$ cat config.mk
export PLATFORM = sky130hd
export DESIGN_NAME = sxa_alu
export DESIGN_NICKNAME = d
export VERILOG_FILES = /design/src/include/sxa_pkg.sv /design/src/hdl/sxa_alu.sv
export SDC_FILE = /design/constraint.sdc
export NUM_CORES = 1
export LEC_CHECK = 0
export BUFFER_PORTS_ARGS = -buffer_cell sky130_fd_sc_hd__buf_2
export CAP_MARGIN = 25
export CORE_ASPECT_RATIO = 2
export CORE_UTILIZATION = 30
export DETAILED_ROUTE_END_ITERATION = 8
export HOLD_SLACK_MARGIN = 0.12
export PLACE_DENSITY = 0.5
export SYNTH_ARGS = -nofsm -noshare
export SYNTH_HDL_FRONTEND = slang
export SYNTH_SLANG_ARGS = --single-unit
$ cat constraint.sdc
create_clock -name clk -period 6.44 [get_ports clk]
set_clock_uncertainty 0.05 [all_clocks]
set_input_delay 0.644 -clock clk [delete_from_list [all_inputs] [get_ports clk]]
set_output_delay 0.644 -clock clk [all_outputs]
set_load 0.01 [all_outputs]
$ cat src/include/sxa_pkg.sv
package sxa_pkg;

    // ------------------------------------------------------------
    // Widths and operand limits
    // ------------------------------------------------------------
    localparam int DATA_W = 8;          // Datapath width
    localparam int ADDR_W = 7;          // File address width
    localparam logic [6:0] FILE_ADDR_MAX = 7'h7f;   // Highest file address
    localparam logic [6:0] DIR_SEL_A = 7'h05;       // Direction register of port A
    localparam logic [6:0] DIR_SEL_B = 7'h06;       // Direction register of port B
    localparam logic [6:0] DIR_SEL_C = 7'h07;       // Direction register of port C
    localparam logic [7:0] DIR_RESET = 8'hff;       // Direction registers reset to all inputs
    localparam logic [7:0] W_RESET = 8'h00;         // Working register reset value
    localparam logic DEST_W = 1'b0;                 // Destination select: working register
    localparam logic DEST_FILE = 1'b1;              // Destination select: file register

    // ------------------------------------------------------------
    // Operation codes
    // ------------------------------------------------------------
    typedef enum logic [2:0] {
        OP_NONE,
        OP_SUB_W_FROM_FILE,
        OP_SUB_W_FROM_FILE_BORROW,
        OP_NIBBLE_EXCHANGE,
        OP_XOR_LITERAL_INTO_W,
        OP_XOR_W_WITH_FILE,
        OP_DIRECTION_LOAD
    } sxa_op_type;

    // Instruction request as decoded upstream
    typedef struct packed {
        logic valid;
        sxa_op_type op;
        logic [6:0] file_addr;
        logic dest;
        logic [7:0] literal;
    } sxa_instr_type;

    // Status flags
    typedef struct packed {
        logic carry;
        logic digit_carry;
        logic zero;
    } sxa_flags_type;

    // File write-back request
    typedef struct packed {
        logic en;
        logic [6:0] addr;
        logic [7:0] data;
    } sxa_file_wr_type;

endpackage : sxa_pkg

$ cat src/hdl/sxa_alu.sv
`timescale 1ns/1ps
// Functional notes
// [RULE1] Subtract: file minus W, file address 0..127
// [RULE2] Carry set when no borrow; digit carry likewise
// [RULE3] Borrow subtract also takes inverted carry; updates C,DC,Z
// [RULE4] Borrow subtract: 0 to W, 1 to file
// [RULE5] Nibble exchange swaps halves; flags untouched
// [RULE6] Nibble exchange: 1 to file, 0 to W
// [RULE7] Literal XOR into W; only zero flag
// [RULE8] Literal XOR always writes W
// [RULE9] File XOR with W; only zero flag
// [RULE10] File XOR, subtract: 1 file, 0 W
// [RULE11] Direction load: 5 A, 6 B, 7 C
// [RULE12] Borrow subtract destination optional, address 0..127
// [RULE13] Zero flag set when result is zero
module sxa_alu (
    // Clock and reset
    input wire logic clk,
    input wire logic rst_n,
    // Decoded instruction and file operand
    input wire sxa_pkg::sxa_instr_type instr,
    input wire logic [7:0] file_rd_data,
    // File write-back
    output sxa_pkg::sxa_file_wr_type file_wr,
    // Core state
    output logic [7:0] w_value,
    output sxa_pkg::sxa_flags_type flags,
    // Port direction registers
    output logic [7:0] port_a_direction,
    output logic [7:0] port_b_direction,
    output logic [7:0] port_c_direction
);

    // ------------------------------------------------------------
    // State
    // ------------------------------------------------------------
    typedef struct packed {
        logic [7:0] w;
        sxa_pkg::sxa_flags_type flags;
        sxa_pkg::sxa_file_wr_type wr;
        logic [7:0] dir_a;
        logic [7:0] dir_b;
        logic [7:0] dir_c;
    } sxa_state_type;

    sxa_state_type state_reg; // Registered state
    sxa_state_type state_next; // Next state

    // Nine-bit subtract; top bit of the sum is the no-borrow carry
    function automatic logic [8:0] sxa_sub9(input logic [7:0] a, input logic [7:0] b, input logic cin);
        sxa_sub9 = {1'b0, a} + {1'b0, ~b} + {8'h00, cin};
    endfunction : sxa_sub9

    // Nibble carry with the same carry-in
    function automatic logic sxa_nib_carry(input logic [3:0] a, input logic [3:0] b, input logic cin);
        logic [4:0] s;
        s = {1'b0, a} + {1'b0, ~b} + {4'h0, cin};
        sxa_nib_carry = s[4];
    endfunction : sxa_nib_carry

    logic [8:0] diff; // Subtract result with carry
    logic sub_cin; // One for plain subtract, carry for borrow form
    logic [7:0] result; // Chosen result
    logic write_file; // Result goes to file
    logic has_result; // Set only by ops that produce a value

    // ------------------------------------------------------------
    // Next-state logic
    // ------------------------------------------------------------
    always_comb begin
        state_next = state_reg;
        state_next.wr.en = 1'b0;
        // Borrow form feeds inverted borrow, which is the carry itself
        sub_cin = (instr.op == sxa_pkg::OP_SUB_W_FROM_FILE_BORROW) ? state_reg.flags.carry : 1'b1; // [RULE3]
        diff = sxa_sub9(file_rd_data, state_reg.w, sub_cin); // [RULE1]
        result = 8'h00;
        write_file = 1'b0;
        // Unknown codes leave this low, so a stray code writes nothing
        has_result = 1'b0;
        if (instr.valid) begin
            case (instr.op)
                sxa_pkg::OP_SUB_W_FROM_FILE, sxa_pkg::OP_SUB_W_FROM_FILE_BORROW: begin
                    result = diff[7:0]; // [RULE1] [RULE3]
                    has_result = 1'b1;
                    write_file = (instr.dest == sxa_pkg::DEST_FILE); // [RULE4] [RULE10] [RULE12]
                    state_next.flags.carry = diff[8]; // [RULE2]
                    state_next.flags.digit_carry =
                        sxa_nib_carry(file_rd_data[3:0], state_reg.w[3:0], sub_cin); // [RULE2]
                    state_next.flags.zero = (diff[7:0] == 8'h00); // [RULE13]
                end
                sxa_pkg::OP_NIBBLE_EXCHANGE: begin
                    // Flags deliberately left alone
                    result = {file_rd_data[3:0], file_rd_data[7:4]}; // [RULE5]
                    has_result = 1'b1;
                    write_file = (instr.dest == sxa_pkg::DEST_FILE); // [RULE6]
                end
                sxa_pkg::OP_XOR_LITERAL_INTO_W: begin
                    result = state_reg.w ^ instr.literal; // [RULE7]
                    has_result = 1'b1;
                    write_file = 1'b0; // [RULE8]
                    state_next.flags.zero = (result == 8'h00); // [RULE7] [RULE13]
                end
                sxa_pkg::OP_XOR_W_WITH_FILE: begin
                    result = state_reg.w ^ file_rd_data; // [RULE9]
                    has_result = 1'b1;
                    write_file = (instr.dest == sxa_pkg::DEST_FILE); // [RULE10]
                    state_next.flags.zero = (result == 8'h00); // [RULE9] [RULE13]
                end
                sxa_pkg::OP_DIRECTION_LOAD: begin
                    // Out-of-range selector loads nothing
                    if (instr.file_addr == sxa_pkg::DIR_SEL_A) begin
                        state_next.dir_a = state_reg.w; // [RULE11]
                    end else if (instr.file_addr == sxa_pkg::DIR_SEL_B) begin
                        state_next.dir_b = state_reg.w; // [RULE11]
                    end else if (instr.file_addr == sxa_pkg::DIR_SEL_C) begin
                        state_next.dir_c = state_reg.w; // [RULE11]
                    end
                end
                default: begin
                    result = 8'h00;
                end
            endcase
            // Route result to one destination only; direction loads, no-ops and
            // undefined codes carry no result and must not disturb W
            if (has_result) begin
                if (write_file) begin
                    state_next.wr.en = 1'b1;
                    state_next.wr.addr = instr.file_addr;
                    state_next.wr.data = result;
                end else begin
                    state_next.w = result;
                end
            end
        end
    end

    // ------------------------------------------------------------
    // State register
    // ------------------------------------------------------------
    // Synchronous reset from the core reset on this same clock
    always_ff @(posedge clk) begin
        if (!rst_n) begin
            state_reg.w <= sxa_pkg::W_RESET;
            state_reg.flags <= '0;
            state_reg.wr <= '0;
            state_reg.dir_a <= sxa_pkg::DIR_RESET;
            state_reg.dir_b <= sxa_pkg::DIR_RESET;
            state_reg.dir_c <= sxa_pkg::DIR_RESET;
        end else begin
            state_reg <= state_next;
        end
    end

    // Outputs straight from flip-flops
    assign file_wr = state_reg.wr;
    assign w_value = state_reg.w;
    assign flags = state_reg.flags;
    assign port_a_direction = state_reg.dir_a;
    assign port_b_direction = state_reg.dir_b;
    assign port_c_direction = state_reg.dir_c;
endmodule : sxa_alu

==> results of run 1 <==
-- cell type report --
class,count,area share (%)
Multi-Input combinational cell,236,46.7
Tap cell,102,3.82
Sequential cell,51,30.6
Clock buffer,6,4.16
Timing Repair Buffer,82,12.4
Inverter,11,1.24
Clock inverter,2,1.05
-- layout by cell type, fill, tap and decap left out, types with 3 or more instances in the layout --
master	netlist	routed
buf_2	4	80
dfxtp_1	51	51
nand2_1	47	47
nor2_1	27	27
a21oi_1	22	22
o211ai_1	18	18
o21ai_0	14	14
a211oi_1	13	13
inv_1	10	10
xor2_1	10	10
mux2i_1	9	9
ha_1	8	8
clkbuf_16	0	5
nand2b_1	4	4
a21o_1	4	4
nor2b_1	4	4
nand3_1	4	4
xnor2_1	3	3
nand4_1	3	3
-- path summary, 6_finish.rpt --
kind,to,slack [ns],depth (start not counted)
worst min register to register,file_wr[9]$_SDFFE_PN0P_,0.40,2
worst max register to register,w_value[6]$_SDFFE_PN0P_,3.32,9
worst min-delay path,file_wr[9]$_SDFFE_PN0P_,0.40,2
worst max-delay path,w_value[6]$_SDFFE_PN0P_,2.92,11
-- per-stage QoR --
stage                     power [mW]  hold slack (ns)  area, um^2  worst slack [ns]
after floorplan                0.441            0.431        2740              2.94
after global placement         0.491            0.394        3160              2.70
after detailed placement       0.492            0.399        3160              2.65
after CTS                      0.801            0.408        3340              2.96
after global routing           0.826            0.434        3340              2.76
final                          0.796            0.403        3340              2.92
-- kinds of logic after synthesis --
family	Yosys count
xor gates and xnor gates	13
AOI/OAI and AO/OA	96
muxes	9
DFF	51
and+or+nand+nor	108
buffers and inverters	30
adders and majority gates	10
-- flip-flops by register name (all words and copies together) (netlist names) --
name / flops
file_wr: 16
port_a_direction: 8
port_b_direction: 8
port_c_direction: 8
w_value: 8
flags: 3
-- worst max-delay path, delay by kind of cell --
family	cells	cell delay (ns)
compound gates	5	1.12
simple gates	2	0.62
xor+xnor	1	0.13
buf+inv	1	0.18
fa+ha+maj	2	0.92
-- metal layers --
layer  global-route usage (%)  vias up
li1                         -     1279
met1                     17.2     1234
met2                     36.3       83
met3                     2.36       28
met4                     13.4        0
met5                        0        -
-- where the power goes --
group / switching [mW] / internal (mW) / total (mW) / leakage, nW
registers: 0.00864 / 0.324 / 0.333 / 0.415
clock network: 0.118 / 0.193 / 0.311 / 0.0868
logic: 0.0956 / 0.0570 / 0.153 / 0.911
==> impl_results.md, run 1 <==
* Top Metal Used: met4
* Final core occ at 37.3%
* Tightest Hold Check Type: reg2reg
* Initial antenna violation count at 0
* Synth area leaders: dfxtp_1 37%, nand2_1 6.4%, o211ai_1 4.9%, a21oi_1 4.0%, nor2_1 3.7%
* Placed cells at 482
* Mean Syn Cell Area at 8.64 um^2
* Vias per inst at 5.36
* Cell count after synthesis at 317
* FF/Latch Area at 1020 um^2
* Synth cell types at between 50 and 60
* Post-Syn Area at 2740 um^2
* RSZ-0062 raised after global routing: no
* Final WL at 8.78 mm
* Crit-path slowest cell: fa_1
* Routed vias at between 2000 and 3000
* Post-synthesis simple-gate area fraction at 19.6%
* Router iterations before antenna repair at 6
* DR WL/cell at 17.9 um
* Ant. Diodes at 0
* Multi-input gate area at between 1500 and 2000 um^2
* Total CTS buffers at 5
* Total gr overflow at 0
* Die Span Y at around 140 um
* XOR/XNOR Fraction of Synth Area at 4.16%
* Worst Setup SP: instr[18]
* Max Slew Vio Count at 0
* Cell chain of the critical path: buf_2, nand2b_1, or3_1, fa_1, fa_1, a211oi_1, o21bai_1, a21oi_1, xnor2_1, a222oi_1, a211oi_1
* FMAX at 284 MHz
* WP data required at 6.54 ns
* GRT Total Usage at 18.6%
* First-pass GRT wire length at 13.3 mm
* Initial Util at 30.6%
* Min-delay src: file_wr[9]$_SDFFE_PN0P_
* Num Clock Sinks at 51
* Placer Congestion at 0.883
* Hold_buf cts at 0
* DRC viols at 1
* Failing checks: DRC
* Post-CTS Resized at 0
* Core area at 8950 um^2
* Post-synthesis sequential area ratio at 37.3%
* # setup viols final at 0
* Commonest cells in the synthesized netlist: 51 x dfxtp_1, 47 x nand2_1, 27 x nor2_1, 22 x a21oi_1, 18 x o211ai_1
* Largest net degree at the start of global routing at 35
* Met3 wire length at about 260 um
* Post-synth top area share at 37.3%
* Worst setup EP type: flip-flop
* Vias in the first global route at between 2000 and 3000
* Most common cell in the netlist: dfxtp_1
* Syn_nets at 357
* Origin of the critical flop-to-flop path: flags[2]$_SDFFE_PN0P_
* Fillers at 970
* Largest family of logic cells by synthesized area: compound AO/OA/AOI/OAI gates
* # Post-CTS Setup Buffers at 0
* Slew margin rel. at 57.6%
* Tmin final at 3.52 ns
* DRT antenna net count at 0
* Die area at 9540 um^2
* Synth Flop Type: dfxtp_1
* Synth Warn # at 0
* EDFF count, synth at 0
* Met2 routed WL at 4.86 mm
* Crit path DAT at 3.61 ns
* Cell row count at about 50
* Finished Layout Cells at 490
* Synth-to-layout area growth at 21.8%
* Clk_lat worst skew at 0.29 ns
* Share of layout cells above drive strength 1 at between 20% and 30%
* CTS tree: yes
* Delay of the slowest critical-path stage at roughly 0.48 ns
* Status: complete, but fails checks
* Met1 wire length at 3.06 mm
* Top Ports at 81
* Max-cap violations at 0
* Multiplexer share of the synthesized area at 3.29%
* Starting DRT DRC Count at 132
* Adder-cell share of the synthesized area at 5.12%
* Clk root buf: clkbuf_16
* IO buf count at 80
* Clock Path Buffers at 2
* CP Max Fanout at 14
* Max VDD drop at 0.000138 V
* Static Leak at 1.41 nW
* Asr flop ratio synth at 0%
* Horiz. Die Dim at 69.6 um
* Setup_tns at 0 ns
* Final worst-path cycle share at 54.6%
* Worst Tran Pin Value at 0.633 ns
* Synth Register Bits at 51
* DP Wirelength at 7.13 mm
* Leading area contributor after synthesis: dfxtp_1
* Layout Nets at about 430
* Synth Area in Compound Gates at 24.8%
* Startpoint class of the critical path: input pin
* Reg clk slew, reported paths at 0.06 ns
* Final hold vios at 0
* H-tree depth at 2
* PD cells at approximately 240 nW/um^2
* Critical path class: in2reg
(Power assumes the default switching activity.)
==> inputs of run 2 (changes only) <==
- PLACE_DENSITY: 0.5 -> 0.52
- clock period: 6.44 -> 3.2 ns (I/O delays scaled with it)
==> run 2 against run 1 <==
- the flow now finishes without violations
- non-clock buffer count is 10 higher
- combinational power is 110% higher
- cell count grew 2.0%
==> impl_results.md, run 2 (synthesized netlist as in run 1, its figures left out) <==
* Core area at 8950 um^2 (unchanged)
* Status: completed
* Largest net degree at the start of global routing at 29 (-17%)
* Final WL at 8.82 mm (+0.38%)
* Die area at 9540 um^2 (unchanged)
* WP data required at 3.31 ns (-3.23 ns)
* # setup viols final at 0 (unchanged)
* Cell row count at 49 (unchanged)
* DRT antenna net count at 0 (unchanged)
* Max-cap violations at 0 (unchanged)
* Slew margin rel. at 59.7% (+2.0 points)
* PD cells at 454 nW/um^2 (+90%)
* Crit path DAT at 3.11 ns (-0.50 ns)
* Finished Layout Cells at 500 (+2.0%)
* Cell chain of the critical path: or3_1, fa_1, fa_2, a211oi_2, o21bai_1, a21oi_1, xnor2_1, a222oi_1, a211oi_1
* Startpoint class of the critical path: flip-flop
* Vias in the first global route at 2509 (+0.20%)
* Ant. Diodes at 0 (unchanged)
* Hold_buf cts at 0 (unchanged)
* Final hold vios at 0 (unchanged)
* Critical path class: reg2reg
* Final worst-path cycle share at 93.8%
* Clock Path Buffers at 2 (unchanged)
* Routed vias at 2616 (-0.30%)
* First-pass GRT wire length at 13.5 mm (+1.8%)
* Placed cells at 492 (+2.1%)
* Commonest non-fill, non-tap cell in the layout: buf_2
* Worst Tran Pin Value at 0.603 ns (-0.0305 ns)
* Initial Util at 30.6% (unchanged)
* Max VDD drop at 0.000220 V (+60%)
* RSZ-0062 raised after global routing: no
* Clk root buf: clkbuf_16
* Top Ports at 81 (unchanged)
* Crit-path slowest cell: or3_1
* CTS tree: yes
* Reg clk slew, reported paths at 0.07 ns (about the same)
* Vias per inst at 5.23 (-2.3%)
* Commonest non-fill, non-tap cells in the layout: 80 x buf_2, 51 x dfxtp_1, 47 x nand2_1
* DP Wirelength at 7.23 mm (+1.4%)
* Synth-to-layout area growth at 23.9%
* Origin of the critical flop-to-flop path: flags[2]$_SDFFE_PN0P_
* Delay of the slowest critical-path stage at 0.42 ns (-0.06 ns)
* DR WL/cell at 17.6 um (-1.6%)
* Layout Nets at 437 (+2.3%)
* Die Span Y at 137 um (unchanged)
* Worst Setup SP: flags[2]$_SDFFE_PN0P_
* DRC viols at 0 (-1)
* Placer Congestion at 0.892 (+1.1%)
* Starting DRT DRC Count at 119 (-9.8%)
* Total CTS buffers at 5 (unchanged)
* CP Max Fanout at 5 (-9)
* GRT Total Usage at 18.9% (+0.29 points)
* Initial antenna violation count at 0 (unchanged)
* Worst setup EP type: flip-flop
* Tightest Hold Check Type: in2reg
* Horiz. Die Dim at 69.6 um (unchanged)
* Router iterations before antenna repair at 4 (-2)
* FMAX at ~330 MHz
* Static Leak at 1.44 nW (+2.0%)
* Total gr overflow at 0 (unchanged)
* Max Slew Vio Count at 0 (unchanged)
* Max FFs per register at 16 (unchanged)
* Tmin final at 3.00 ns
* Share of layout cells above drive strength 1 at 28.6% (+2.4 points)
* Num Clock Sinks at 51 (unchanged)
* IO buf count at 80 (unchanged)
* Min-delay src: instr[12]
* H-tree depth at 2 (unchanged)
* Clk_lat worst skew at 0.30 ns (about the same)
* Tot Pwr at 1.54 mW (+94%)
[run 2: repair_timing]
action | CTS | global route
endpoints found under the setup margin | 0 | 2
gates resized for setup | 0 | 2
buffers inserted | 0 | 0
[run 2: area by class of cell]
type | count | area [um^2]
Multi-Input combinational cell | 236 | 1570
Timing Repair Buffer | 92 | 490
Tap cell | 102 | 128
Sequential cell | 51 | 1020
Clock inverter | 3 | 23.8
Inverter | 11 | 41.3
Clock buffer | 5 | 125
Fill cell | 940 | 5560
[run 2: metrics by stage]
step / utilization [%] / setup WS (ns) / hold WS (ns) / cell area, um^2 / setup TNS (ns)
final: 37.9 / 0.197 / 0.218 / 3390 / 0
after global routing: 37.9 / 0.0552 / 0.235 / 3390 / 0
after CTS: 37.8 / 0.0710 / 0.213 / 3390 / 0
after detailed placement: 36.2 / -0.113 / 0.397 / 3240 / -0.230
after global placement: 36.2 / -0.0551 / 0.393 / 3240 / -0.0974
after floorplan: - / 0.0193 / 0.406 / 2740 / 0
[run 2: routing by layer]
metal | global-route usage (%) | vias up | wire (um)
li1 | - | 1300 | -
met1 | 18.3 | 1236 | 3200
met2 | 36.8 | 62 | 4960
met3 | 1.77 | 18 | 210
met4 | 12.5 | 0 | 446
met5 | 0 | - | 0
[run 2: report_power, final]
group	internal [mW]	switching, mW	total [mW]
combinational	0.131	0.196	0.326
clock	0.293	0.253	0.546
sequential	0.652	0.0179	0.670
[run 2: critical path, delay by kind of cell, from the launching register on]
| family | cells | cell delay [ns] |
|---|---|---|
| xor gates and xnor gates | 1 | 0.13 |
| DFF | 1 | 0.32 |
| AOI/OAI and AO/OA | 5 | 1.10 |
| and+or+nand+nor | 1 | 0.42 |
| adders and majority gates | 2 | 0.83 |
[run 2: worst paths after layout]
check,end,slack [ns],cells past startpoint
worst max-delay path,w_value[6]$_SDFFE_PN0P_,0.20,9
worst min-delay path,file_wr[11]$_SDFFE_PN0P_,0.22,3
worst min register to register,file_wr[9]$_SDFFE_PN0P_,0.41,2
worst max register to register,w_value[6]$_SDFFE_PN0P_,0.20,9
==> inputs of run 3 (changes only) <==
- ABC_AREA: unset -> 1
- CAP_MARGIN: 25 -> 20
- GPL_TIMING_DRIVEN: unset -> 0
==> run 3 against run 2 <==
- clock power is 2% lower
- non-clock buffer count decreased by 1
- register-to-register slack improved by 0.42 ns
- sequential cell count unchanged
- cell count is 11% higher
- critical endpoint is now file_wr[6]$_SDFFE_PN0P_
- core utilization grew 0.29 points
- first-iteration DRC count rose by 16%
- setup slack better by 0.42 ns
==> impl_results.md, run 3 <==
* Status: completed
* Commonest non-fill, non-tap cell in the layout: buf_2
* Leading area contributor after synthesis: dfxtp_1
* Setup_tns at 0 ns (unchanged)
* DP Wirelength at 7.18 mm (-0.76%)
* Post-synth top area share at 37.0% (-0.24 points)
* Vias per inst at 4.94 (-5.5%)
* Num Clock Sinks at 51 (unchanged)
* DRT antenna net count at 0 (unchanged)
* Initial antenna violation count at 0 (unchanged)
* Commonest cells in the synthesized netlist: 76 x nand2_1, 51 x dfxtp_1, 45 x inv_1, 34 x nor2_1, 23 x a21oi_1
* Die area at 9600 um^2 (+0.62%)
* Synth-to-layout area growth at 24.1%
* Share of layout cells above drive strength 1 at 26.2% (-2.5 points)
* DR WL/cell at 15.9 um (-9.6%)
* Horiz. Die Dim at 69.8 um (+0.31%)
* Syn_nets at 408 (+14%)
* GRT Total Usage at 19.0% (+0.13 points)
* Starting DRT DRC Count at 138 (+16%)
* Max VDD drop at 0.000191 V (-13%)
* Hold_buf cts at 0 (unchanged)
* PD cells at 450 nW/um^2 (-0.89%)
* Startpoint class of the critical path: flip-flop
* RSZ-0062 raised after global routing: no
* Final WL at 8.88 mm (+0.71%)
* Hold WS at 0.222 ns (+0.00376 ns)
* Synth Register Bits at 51 (unchanged)
* Routed vias at 2754 (+5.3%)
* EDFF count, synth at 0 (unchanged)
* Clk root buf: clkbuf_16
* Worst Setup SP: w_value[0]$_SDFFE_PN0P_
* Cell row count at 49 (unchanged)
* Largest net degree at the start of global routing at 16 (-45%)
* Synth Warn # at 0 (unchanged)
* Core area at 8950 um^2 (unchanged)
* Ant. Diodes at 0 (unchanged)
* DRC viols at 0 (unchanged)
* Max FFs per register at 16 (unchanged)
* Tightest Hold Check Type: in2reg
* Clk_lat worst skew at 0.29 ns (about the same)
* IO buf count at 79 (-1.3%)
* Fillers at 953 (+1.4%)
* Worst Tran Pin Value at 0.604 ns (+0.000642 ns)
* Placer Congestion at 0.935 (+4.8%)
* Layout Nets at 494 (+13%)
* Post-synthesis sequential area ratio at 37.0% (-0.24 points)
* CP top delay family: adder cells
* Crit path DAT at 2.73 ns (-0.38 ns)
* Origin of the critical flop-to-flop path: w_value[0]$_SDFFE_PN0P_
* Asr flop ratio synth at 0% (unchanged)
* CP Max Fanout at 5 (unchanged)
* Slew margin rel. at 59.8% (+0.079 points)
* Top Ports at 81 (unchanged)
* Final hold vios at 0 (unchanged)
* Most frequent CP cell: nand2_1
* Cell count after synthesis at 368 (+16%)
* Mean Syn Cell Area at 7.49 um^2 (-13%)
* Die Span Y at 138 um (+0.31%)
* Post-Syn Area at 2760 um^2 (+0.64%)
* Max Slew Vio Count at 0 (unchanged)
* Worst setup EP type: flip-flop
* Total CTS buffers at 5 (unchanged)
* First-pass GRT wire length at 13.8 mm (+2.3%)
* Final worst-path cycle share at 80.6% (-13 points)
* Router iterations before antenna repair at 4 (unchanged)
* Synth area leaders: dfxtp_1 37%, nand2_1 10%, inv_1 6.1%, nor2_1 4.6%, o211ai_1 4.6%
* WP data required at 3.35 ns (+0.04 ns)
* Initial Util at 30.8% (+0.20 points)
* Critical path class: reg2reg
* Total gr overflow at 0 (unchanged)
* Min-delay src: instr[12]
* # setup viols final at 0 (unchanged)
* Tmin final at 2.58 ns (-0.424 ns)
* Most common cell in the netlist: nand2_1
* Reg clk slew, reported paths at 0.07 ns (about the same)
* Static Leak at 1.78 nW (+24%)
* Post-CTS Resized at 0 (unchanged)
* Clock Path Buffers at 2 (unchanged)
* CP bufs+invs at 2 (+2)
* Max-cap violations at 0 (unchanged)
* Synth cell types at 37 (-35%)
* Commonest non-fill, non-tap cells in the layout: 82 x buf_2, 76 x nand2_1, 51 x dfxtp_1
* Crit-path slowest cell: fa_1
* Vias in the first global route at 2657 (+5.9%)
* # Post-CTS Setup Buffers at 0 (unchanged)
* H-tree depth at 2 (unchanged)
* Delay of the slowest critical-path stage at 0.52 ns (+0.10 ns)
* FMAX at 388 MHz (+16%)
* Cell chain of the critical path: inv_1, fa_1, fa_1, nand2_1, nand2_1, nand3_1, nand2_1, nand2_1, nand2_1, nand2_1, nand3_1, nand2_1, inv_1
* Synth Flop Type: dfxtp_1
* CTS tree: yes
## run 3: kinds of logic after synthesis
family	Yosys count	share of synthesized area, %
DFF	51	37.0
adders and majority gates	10	5.08
xor gates and xnor gates	9	2.86
buffers and inverters	61	9.53
and+or+nand+nor	153	25.2
AOI/OAI and AO/OA	84	20.3
## run 3: worst paths after layout
kind / depth (start not counted) / slack [ns] / to
setup / recovery: 13 / 0.62 / file_wr[6]$_SDFFE_PN0P_
setup reg to reg: 13 / 0.62 / file_wr[6]$_SDFFE_PN0P_
hold / removal: 3 / 0.22 / file_wr[11]$_SDFFE_PN0P_
hold reg to reg: 2 / 0.42 / port_b_direction[4]$_SDFFE_PN1P_
## run 3: where the power goes
group | leakage, nW | switching [mW] | internal, mW | total [mW]
clock network | 0.0669 | 0.243 | 0.289 | 0.533
registers | 0.415 | 0.0165 | 0.656 | 0.673
logic | 1.30 | 0.220 | 0.115 | 0.335
total | 1.78 | 0.480 | 1.06 | 1.54
## run 3: cell type report
class	count	area, um^2	area share (%)
inverter	49	189	5.52
buffer	12	73.8	2.16
clock inverter	2	12.5	0.366
multi-input combinational	256	1470	43.1
timing repair buffer	79	395	11.6
sequential	51	1020	29.8
clock buffer	6	129	3.77
tap	102	128	3.73
## run 3: routing by layer
| metal | up-vias | track usage (%) | share of wire [%] |
|---|---|---|---|
| met4 | 0 | 8.89 | 3.4 |
| met3 | 17 | 2.34 | 3.6 |
| li1 | 1386 | - | - |
| met2 | 76 | 36.9 | 57 |
| met1 | 1275 | 19.8 | 36 |
| met5 | - | 0 | 0 |
## run 3: worst register-to-register path: cells and delay by family, from the launching register on
| family | cells | cell delay, ns |
|---|---|---|
| adder cells (fa/ha/maj) | 2 | 0.97 |
| flip-flops | 1 | 0.39 |
| AND/OR/NAND/NOR | 9 | 0.83 |
| buffers and inverters | 2 | 0.24 |
## run 3: per-stage QoR
stage	instances	power, mW	instance area [um^2]	utilization [%]	setup slack [ns]
floorplan	368	0.900	2760	-	1.03
global placement	549	1.02	3280	36.6	0.569
detailed placement	549	1.02	3280	36.6	0.527
CTS	557	1.55	3420	38.2	0.615
global route	557	1.62	3420	38.2	0.394
finish	557	1.54	3420	38.2	0.621
